### src/scdb_pkg.sv
package scdb_pkg;

   // ==================================================================
   // Register map (byte addresses)
   localparam logic [7:0] ADDR_DATA   = 8'h00;
   localparam logic [7:0] ADDR_ALIAS  = 8'h04;
   localparam logic [7:0] ADDR_SETUP  = 8'h08;
   localparam logic [7:0] ADDR_STATUS = 8'h0C;
   localparam logic [7:0] ADDR_IRQST  = 8'h10;
   localparam logic [7:0] ADDR_IRQMSK = 8'h14;

   // ==================================================================
   // Field layout
   localparam int DATA_W     = 16;
   localparam int SHIFT_W    = 9;
   localparam int DIV_LSB    = 9;
   localparam int DIV_W      = 7;
   localparam int BITCNT_W   = 4;

   // Setup register bits
   localparam int SET_DLS_LO = 0;
   localparam int SET_DLS_HI = 1;
   localparam int SET_ENABLE = 4;
   localparam int SET_EOC    = 5;
   localparam int SET_MODE   = 8;
   localparam int SET_BIG9   = 12;

   // Interrupt status bits
   localparam int IRQ_TXDONE = 0;
   localparam int IRQ_RXDONE = 1;
   localparam int IRQ_RXERR  = 2;
   localparam int IRQ_W      = 3;

   // ==================================================================
   // Reset values
   localparam logic [15:0] DATA_RST  = 16'h0000;
   localparam logic [15:0] SETUP_RST = 16'h0007;
   localparam logic [2:0]  MASK_RST  = 3'h0;

   // Bit-rate divider: one shift step per DIV_CYCLES clocks
   localparam int          DIV_CYCLES = 4;
   localparam logic [3:0]  DIV_LAST   = 4'(DIV_CYCLES - 1);

   // ==================================================================
   // Types
   typedef enum logic [1:0] {
      MODE_CLOCKED, MODE_ASYNC_RX, MODE_ASYNC_TX, MODE_TWO_WIRE
   } scdb_mode_t;

   typedef enum logic [1:0] {ST_IDLE, ST_TX, ST_RX} scdb_state_t;

   typedef struct packed {
      logic        en;
      logic        eoc;
      scdb_mode_t  mode;
      logic [1:0]  dls;
   } scdb_cfg_t;

endpackage

### src/scdb_channel.sv
// Design decisions made here: register access over APB and the address map.
`timescale 1ns/1ps
`default_nettype none

// Functional notes
// - Nine-bit shift register serialises and deserialises words.
// - Nine-bit async characters use shift bits 0 through 8.
// - Shift register has no address; data only via the data register.
// - Received serial bits land in the low 8/9 data register bits.
// - Transmit loads low 8/9 data bits into shift register, then out.
// - One 16-bit data register is both transmit and receive buffer.
// - Nine-bit buffer on wide channels, eight-bit buffer elsewhere.
// - Upper seven bits hold the operation clock division ratio; unused here, the divider is fixed at DIV_CYCLES.
// - Length select aligns 7/8/9-bit words at bit 0, any order.
// - Only async channel zero accepts nine-bit length.
// - Whole data register is read and written as one 16-bit word.
// - Low buffer bits also reachable through mode-specific alias.
// - Reset clears the whole data register to zero.
// - After reception, buffer bits above the length read zero.
// - Clocked mode with error control not zero may raise error IRQ.
module scdb_channel
   import scdb_pkg::*;
#(
   parameter bit WIDE_CHANNEL = 1'b1
) (
   // Clock and reset
   input  wire logic        clk,
   input  wire logic        rstn,
   // APB slave
   input  wire logic        psel,
   input  wire logic        penable,
   input  wire logic        pwrite,
   input  wire logic [7:0]  paddr,
   input  wire logic [31:0] pwdata,
   input  wire logic [3:0]  pstrb,
   output logic [31:0]      prdata,
   output logic             pready,
   output logic             pslverr,
   // Serial pins
   input  wire logic        serialIn,
   output logic             serialOut,
   // Interrupt
   output logic             irq
);

   // ==================================================================
   // Register state
   logic [DATA_W-1:0]  dataReg_q;
   logic [DATA_W-1:0]  setup_q;
   logic [IRQ_W-1:0]   irqSt_q;
   logic [IRQ_W-1:0]   irqMsk_q;
   logic [SHIFT_W-1:0] shift_q;
   logic [BITCNT_W-1:0] bitCnt_q;
   logic [3:0]         divCnt_q;
   logic               txPend_q;
   logic               serialOut_q;
   scdb_state_t        state_q;
   scdb_cfg_t          cfg;

   logic               access;
   logic               wrEn;
   logic               wrData;
   logic               wrAlias;
   logic               tick;
   logic [BITCNT_W-1:0] wordLen;
   logic [SHIFT_W-1:0] bufMask;
   logic [SHIFT_W-1:0] rxWord;
   logic               txDone;
   logic               rxDone;
   logic               rxErr;
   logic [IRQ_W-1:0]   irqEvt;
   logic [SHIFT_W-1:0] rxAligned;
   logic               rxArmed_q;

   assign cfg.en   = setup_q[SET_ENABLE];
   assign cfg.eoc  = setup_q[SET_EOC];
   assign cfg.mode = scdb_mode_t'(setup_q[SET_MODE+1:SET_MODE]);
   assign cfg.dls  = {setup_q[SET_DLS_HI], setup_q[SET_DLS_LO]};

   // ==================================================================
   // APB decode: zero wait states, unmapped addresses answer with error
   assign access  = psel & penable;
   assign wrEn    = access & pwrite;
   assign wrData  = wrEn & (paddr == ADDR_DATA);
   assign wrAlias = wrEn & (paddr == ADDR_ALIAS);
   assign pready  = 1'b1;

   always_comb begin
      pslverr = 1'b0;
      if (access) begin
         case (paddr)
            ADDR_DATA, ADDR_ALIAS, ADDR_SETUP, ADDR_STATUS,
            ADDR_IRQST, ADDR_IRQMSK: pslverr = 1'b0;
            // Byte alias write to a stopped channel is refused below rather
            // than changing the buffer bits
            default: pslverr = 1'b1;
         endcase
         if (wrAlias && !cfg.en && pstrb != 4'hF) begin
            pslverr = 1'b1;
         end
      end
   end

   // ==================================================================
   // Word length; nine bits only on the wide channel in async mode
   always_comb begin
      if (cfg.dls == 2'b11 && WIDE_CHANNEL &&
          (cfg.mode == MODE_ASYNC_RX || cfg.mode == MODE_ASYNC_TX)) begin
         wordLen = 4'h9;
      end else if (cfg.dls == 2'b10) begin
         wordLen = 4'h7;
      end else begin
         wordLen = 4'h8;
      end
   end

   assign bufMask = (wordLen == 4'h9) ? 9'h1FF :
                    (wordLen == 4'h8) ? 9'h0FF : 9'h07F;

   // ==================================================================
   // Setup and interrupt mask registers
   always_ff @(posedge clk) begin
      if (!rstn) begin
         setup_q <= SETUP_RST;
      end else if (wrEn && paddr == ADDR_SETUP) begin
         setup_q <= pwdata[15:0];
      end
   end

   always_ff @(posedge clk) begin
      if (!rstn) begin
         irqMsk_q <= MASK_RST;
      end else if (wrEn && paddr == ADDR_IRQMSK) begin
         irqMsk_q <= pwdata[IRQ_W-1:0];
      end
   end

   // ==================================================================
   // Data register: ratio bits and buffer bits
   always_comb begin
      rxWord = rxAligned & bufMask;
   end

   always_ff @(posedge clk) begin
      if (!rstn) begin
         dataReg_q <= DATA_RST;
      end else if (rxDone) begin
         dataReg_q[SHIFT_W-1:0] <= rxWord;
      end else if (wrData) begin
         dataReg_q <= pwdata[15:0];
      end else if (wrAlias && !(!cfg.en && pstrb != 4'hF)) begin
         dataReg_q[SHIFT_W-1:0] <= pwdata[SHIFT_W-1:0] & bufMask;
      end
   end

   // ==================================================================
   // Bit-rate enable from a divider
   always_ff @(posedge clk) begin
      if (!rstn) begin
         divCnt_q <= 4'h0;
      end else if (state_q == ST_IDLE || divCnt_q == DIV_LAST) begin
         divCnt_q <= 4'h0;
      end else begin
         divCnt_q <= divCnt_q + 4'h1;
      end
   end
   assign tick = (state_q != ST_IDLE) && (divCnt_q == DIV_LAST);

   // Writing the buffer in a transmit mode queues one word
   always_ff @(posedge clk) begin
      if (!rstn) begin
         txPend_q <= 1'b0;
      end else if ((wrData || wrAlias) && cfg.en &&
                   cfg.mode != MODE_ASYNC_RX) begin
         txPend_q <= 1'b1;
      end else if (state_q == ST_IDLE && txPend_q) begin
         txPend_q <= 1'b0;
      end
   end

   // ==================================================================
   // Receive arming: a start bit counts only once the line has been
   // seen high again, so a last data bit of zero is not a new start
   always_ff @(posedge clk) begin
      if (!rstn) begin
         rxArmed_q <= 1'b1;
      end else if (rxDone) begin
         rxArmed_q <= 1'b0;
      end else if (serialIn) begin
         rxArmed_q <= 1'b1;
      end
   end

   // ==================================================================
   // Shift engine, LSB first; the shift register is internal only
   always_ff @(posedge clk) begin
      if (!rstn) begin
         state_q  <= ST_IDLE;
         shift_q  <= '0;
         bitCnt_q <= '0;
      end else begin
         case (state_q)
            ST_IDLE: begin
               if (cfg.en && txPend_q) begin
                  // Only from idle, so a word in flight is never lost
                  shift_q  <= dataReg_q[SHIFT_W-1:0] & bufMask;
                  bitCnt_q <= wordLen;
                  state_q  <= ST_TX;
               end else if (cfg.en && cfg.mode == MODE_ASYNC_RX &&
                            !serialIn && rxArmed_q) begin
                  // Low level on the input marks a start bit
                  shift_q  <= '0;
                  bitCnt_q <= wordLen;
                  state_q  <= ST_RX;
               end
            end
            ST_TX: begin
               if (tick) begin
                  shift_q  <= {1'b0, shift_q[SHIFT_W-1:1]};
                  bitCnt_q <= bitCnt_q - 4'd1;
                  if (bitCnt_q == 4'd1) begin
                     state_q <= ST_IDLE;
                  end
               end
            end
            ST_RX: begin
               if (tick) begin
                  shift_q  <= {serialIn, shift_q[SHIFT_W-1:1]};
                  bitCnt_q <= bitCnt_q - 4'd1;
                  if (bitCnt_q == 4'd1) begin
                     state_q <= ST_IDLE;
                  end
               end else if (bitCnt_q == wordLen && 4'(SHIFT_W) != wordLen) begin
                  shift_q <= shift_q;
               end
            end
            default: state_q <= ST_IDLE;
         endcase
      end
   end

   // Received bits enter at the top; the word is taken together with its
   // last bit, else it would be stored one bit short, and realigned
   assign rxAligned = (wordLen == 4'h9) ? {serialIn, shift_q[8:1]} :
                      (wordLen == 4'h8) ? {1'b0, serialIn, shift_q[8:2]} :
                                          {2'b00, serialIn, shift_q[8:3]};

   assign txDone = (state_q == ST_TX) && tick && (bitCnt_q == 4'h1);
   assign rxDone = (state_q == ST_RX) && tick && (bitCnt_q == 4'h1);
   // Clocked mode with error control set flags a receive error when a transmit ends with another word queued
   assign rxErr  = rxDone ? 1'b0 :
                   (cfg.mode == MODE_CLOCKED) && cfg.eoc && txDone &&
                   txPend_q;

   always_ff @(posedge clk) begin
      if (!rstn) begin
         serialOut_q <= 1'b1;
      end else if (state_q == ST_TX) begin
         serialOut_q <= shift_q[0];
      end else begin
         serialOut_q <= 1'b1;
      end
   end
   assign serialOut = serialOut_q;

   // ==================================================================
   // Interrupts: sticky, write one to clear, set wins over clear
   assign irqEvt = {rxErr, rxDone, txDone};

   always_ff @(posedge clk) begin
      if (!rstn) begin
         irqSt_q <= '0;
      end else begin
         for (int i = 0; i < IRQ_W; i++) begin
            if (irqEvt[i]) begin
               irqSt_q[i] <= 1'b1;
            end else if (wrEn && paddr == ADDR_IRQST && pwdata[i]) begin
               irqSt_q[i] <= 1'b0;
            end
         end
      end
   end
   assign irq = |(irqSt_q & irqMsk_q);

   // ==================================================================
   // Read mux
   always_comb begin
      prdata = 32'h0000_0000;
      case (paddr)
         ADDR_DATA:   prdata = {16'h0000, dataReg_q};
         ADDR_ALIAS:  prdata = {23'h000000, dataReg_q[SHIFT_W-1:0]};
         ADDR_SETUP:  prdata = {16'h0000, setup_q};
         ADDR_STATUS: prdata = {28'h0000000, txPend_q,
                                state_q == ST_RX, state_q == ST_TX, cfg.en};
         ADDR_IRQST:  prdata = {29'h00000000, irqSt_q};
         ADDR_IRQMSK: prdata = {29'h00000000, irqMsk_q};
         default:     prdata = 32'h0000_0000;
      endcase
   end
endmodule

`default_nettype wire

### config.mk
export PLATFORM = sky130hd
export DESIGN_NAME = scdb_channel
export DESIGN_NICKNAME = d
export VERILOG_FILES = /design/src/scdb_pkg.sv /design/src/scdb_channel.sv
export SDC_FILE = /design/constraint.sdc
export NUM_CORES = 1
export LEC_CHECK = 0
export ABC_AREA = 1
export BUFFER_PORTS_ARGS = -buffer_cell sky130_fd_sc_hd__buf_2
export CAP_MARGIN = 0
export CORE_MARGIN = 2
export CORE_UTILIZATION = 55
export CTS_CLUSTER_SIZE = 20
export DETAILED_ROUTE_END_ITERATION = 10
export PLACE_DENSITY_LB_ADDON = 0.08
export SETUP_SLACK_MARGIN = 0.5
export SLEW_MARGIN = 25
export SYNTH_ARGS = -nofsm -noshare
export SYNTH_HDL_FRONTEND = slang
export SYNTH_SLANG_ARGS = --single-unit
### constraint.sdc
create_clock -name clk -period 2.97 [get_ports clk]
set_clock_uncertainty 0.05 [all_clocks]
set_input_delay 0.1485 -clock clk [delete_from_list [all_inputs] [get_ports clk]]
set_output_delay 0.1485 -clock clk [all_outputs]
set_load 0.01 [all_outputs]
==> flow_summary.json <==
{
  "outcome": "completed",
  "drive_gt1_share_pct": 14.9,
  "synth_area_um2": 3530,
  "p_leak_nw": 1.90,
  "antenna_cells": 0,
  "design.core.area_um2": 6280,
  "htree_levels": 3,
  "path_max_fanout": 11,
  "min_period_ns": 2.22,
  "grt_overflow": 0,
  "dpl.hpwl_um": 6340,
  "syn-instance-count": 535,
  "portBuffers": 52,
  "crit_top_cell": "nor2_1",
  "finalNonFillerCells": 666,
  "chipWidth_um": 84.2,
  "worstRegToRegCells": 9,
  "vias_per_cell": 5.25,
  "fin_crit_sh_pct": 74.8,
  "first_global_vias": 3173,
  "timing.slew.headroom_pct": 51.9,
  "cts_tree": "yes",
  "tns_ns": 0,
  "syn_to_final_growth_pct": 12.3,
  "vias": 3499,
  "fmax_mhz": 450,
  "maxCapViolCount": 0,
  "routed_wl_um": 8780,
  "cp_cell_sequence": "inv_1 > ha_1 > inv_1 > nand3_2 > nor2_1 > o211ai_1 > nand2_1 > nor2_1 > nor2_1",
  "min_path_cells": 3,
  "antenna_left": 0,
  "die_h_um": 84.2,
  "ys_top_cells_by_area": "dfxtp_1, nand2_1, inv_1",
  "powerDensity_nw_per_um2": 611,
  "ys_types": 36,
  "post_synth.cell_area_avg_um2": 6.61,
  "max-vdd-ir-drop_mv": 0.420,
  "drt_first_pass_iters": 5,
  "antenna_found_initial": 0,
  "crit_path_top_delay_cell": "nor2_1",
  "yosysTopAreaCell": "dfxtp_1",
  "cts_sinks": 60,
  "num_io_pins": 86,
  "layout_commonest_cell": "nand2_1",
  "slowest_delay_ns": 0.60,
  "setup_viol": 0,
  "drt-wirelength-per-cell_um": 13.2,
  "mostFrequentLayoutCells": "nand2_1, inv_1, nor2_1",
  "final_nets": 643,
  "grt_max_degree": 43,
  "hold_path_class": "primary input to register",
  "fillerInstances": 616,
  "clk_pin_slew_ns": 0.08,
  "insertion_delay_ns": 0.35,
  "worstPathArrival_ns": 2.46,
  "clock_path_buffers": 2,
  "grt_usage_pct": 25.7,
  "maxSlewViolCount": 0,
  "root_buffer": "clkbuf_8",
  "fp-row-count": 29,
  "postLayoutCoreUtil_pct": 63.2,
  "drt_iter0_drc": 212,
  "dp.cells": 648,
  "setup_slack_ns": 0.748,
  "dieArea_um2": 7080,
  "cts_inserted_buffers": 9,
  "finalHoldViolCount": 0,
  "synth-seq-cells": 60,
  "rsz0062_at_grt": "no",
  "synth_seq_area_share_pct": 34.0,
  "critPathCaptureType": "register",
  "drc": 0,
  "yosysTopAreaCellShare_pct": 34.0,
  "synth_warnings": 0,
  "startpoint_type": "register",
  "grt_pass1_wl_um": 14700,
  "critPathKind": "register to register",
  "post-place-ws_ns": 0.688,
  "required_ns": 3.21,
  "start_util_pct": 56.3,
  "worstMarginPinSlew_ns": 0.719,
  "finalPower_mw": 2.42,
  "place.gp.congestion": 0.863
}
[metrics by stage]
step | instance area, um^2 | hold slack [ns]
after detailed placement | 3750 | 0.369
after floorplan | 3590 | 0.199
final | 3970 | 0.00655
after global placement | 3750 | 0.365
after global routing | 3970 | 0.0212
after CTS | 3970 | 0.0000176
[cells by family after synthesis]
group	synth area share, %
compound gates	16.7
buf+inv	13.3
fa+ha+maj	3.19
other cells	0.212
flops	34.0
simple gates	32.6
[path summary, 6_finish.rpt]
check | from | to | slack [ns]
max | state_q[1] | dataReg_q[1] | 0.75
min | pwdata[14] | dataReg_q[14] | 0.007
max reg2reg | state_q[1] | dataReg_q[1] | 0.75
min reg2reg | setup_q[13] | setup_q[13] | 0.40
[layer usage]
metal  up-vias  track usage, %  part of all wire [%]
met5         -               0                     0
met4         0            11.3                   2.2
met3        20            4.03                   7.1
met2       122            40.3                    45
met1      1569            35.3                    46
li1       1788               -                     -
[worst max-delay path: cells and delay by family, from the launching register on]
| kind | cells | cell delay (ns) |
|---|---|---|
| AND/OR/NAND/NOR | 5 | 1.04 |
| flip-flops | 1 | 0.36 |
| buffers and inverters | 2 | 0.26 |
| AO/OA/AOI/OAI | 1 | 0.25 |
| adder cells (fa/ha/maj) | 1 | 0.20 |
[area by class of cell]
cell class	count	area [um^2]	share of cell area, %
clock buffers	9	124	3.12
clock inverters	7	75.1	1.89
inverters	70	263	6.62
multi-input cells	388	1920	48.4
flip-flops and latches	60	1200	30.3
well taps	77	96.3	2.43
repair buffers	55	288	7.25
[synthesized netlist by cell type]
library cell	n
nand4_4	1
dfxtp_1	60
nand3_2	2
nand4_1	3
inv_1	70
or2_2	2
ha_1	9
a31oi_1	1
o22ai_1	6
buf_6	2
o21a_1	1
nor2_8	1
buf_2	7
nor2_4	4
o21ai_0	32
a21oi_1	37
nor3_4	1
o32ai_1	7
nor4_1	1
buf_4	17
nand3_1	31
nor2_2	2
o21bai_1	1
a211oi_1	1
clkbuf_1	6
conb_1	2
nand2_2	3
o31ai_1	1
and3_1	1
nand2_4	2
o21ai_1	4
nand2_1	133
nor2_1	67
o211ai_1	11
o221ai_1	1
nor3_1	5
[what timing repair did]
item                       in CTS  in global routing
hold endpoints to repair        2                  0
setup buffers                   0                  0
hold buffers                    2                  0
setup endpoints to repair       0                  9
resized for setup               0                  1
[power breakdown]
part | internal, mW | total (mW) | switching [mW]
clock network | 0.393 | 0.751 | 0.358
registers | 0.883 | 0.945 | 0.0616
logic | 0.237 | 0.727 | 0.490
[flip-flops by register name (all words and copies together) (netlist names)]
name       cells
dataReg_q     16
setup_q       16
shift_q        9
bitCnt_q       4
divCnt_q       4
irqMsk_q       3
irqSt_q        3
state_q        2
rxArmed_q      1
serialOut      1
txPend_q       1
(Power assumes the default switching activity.)
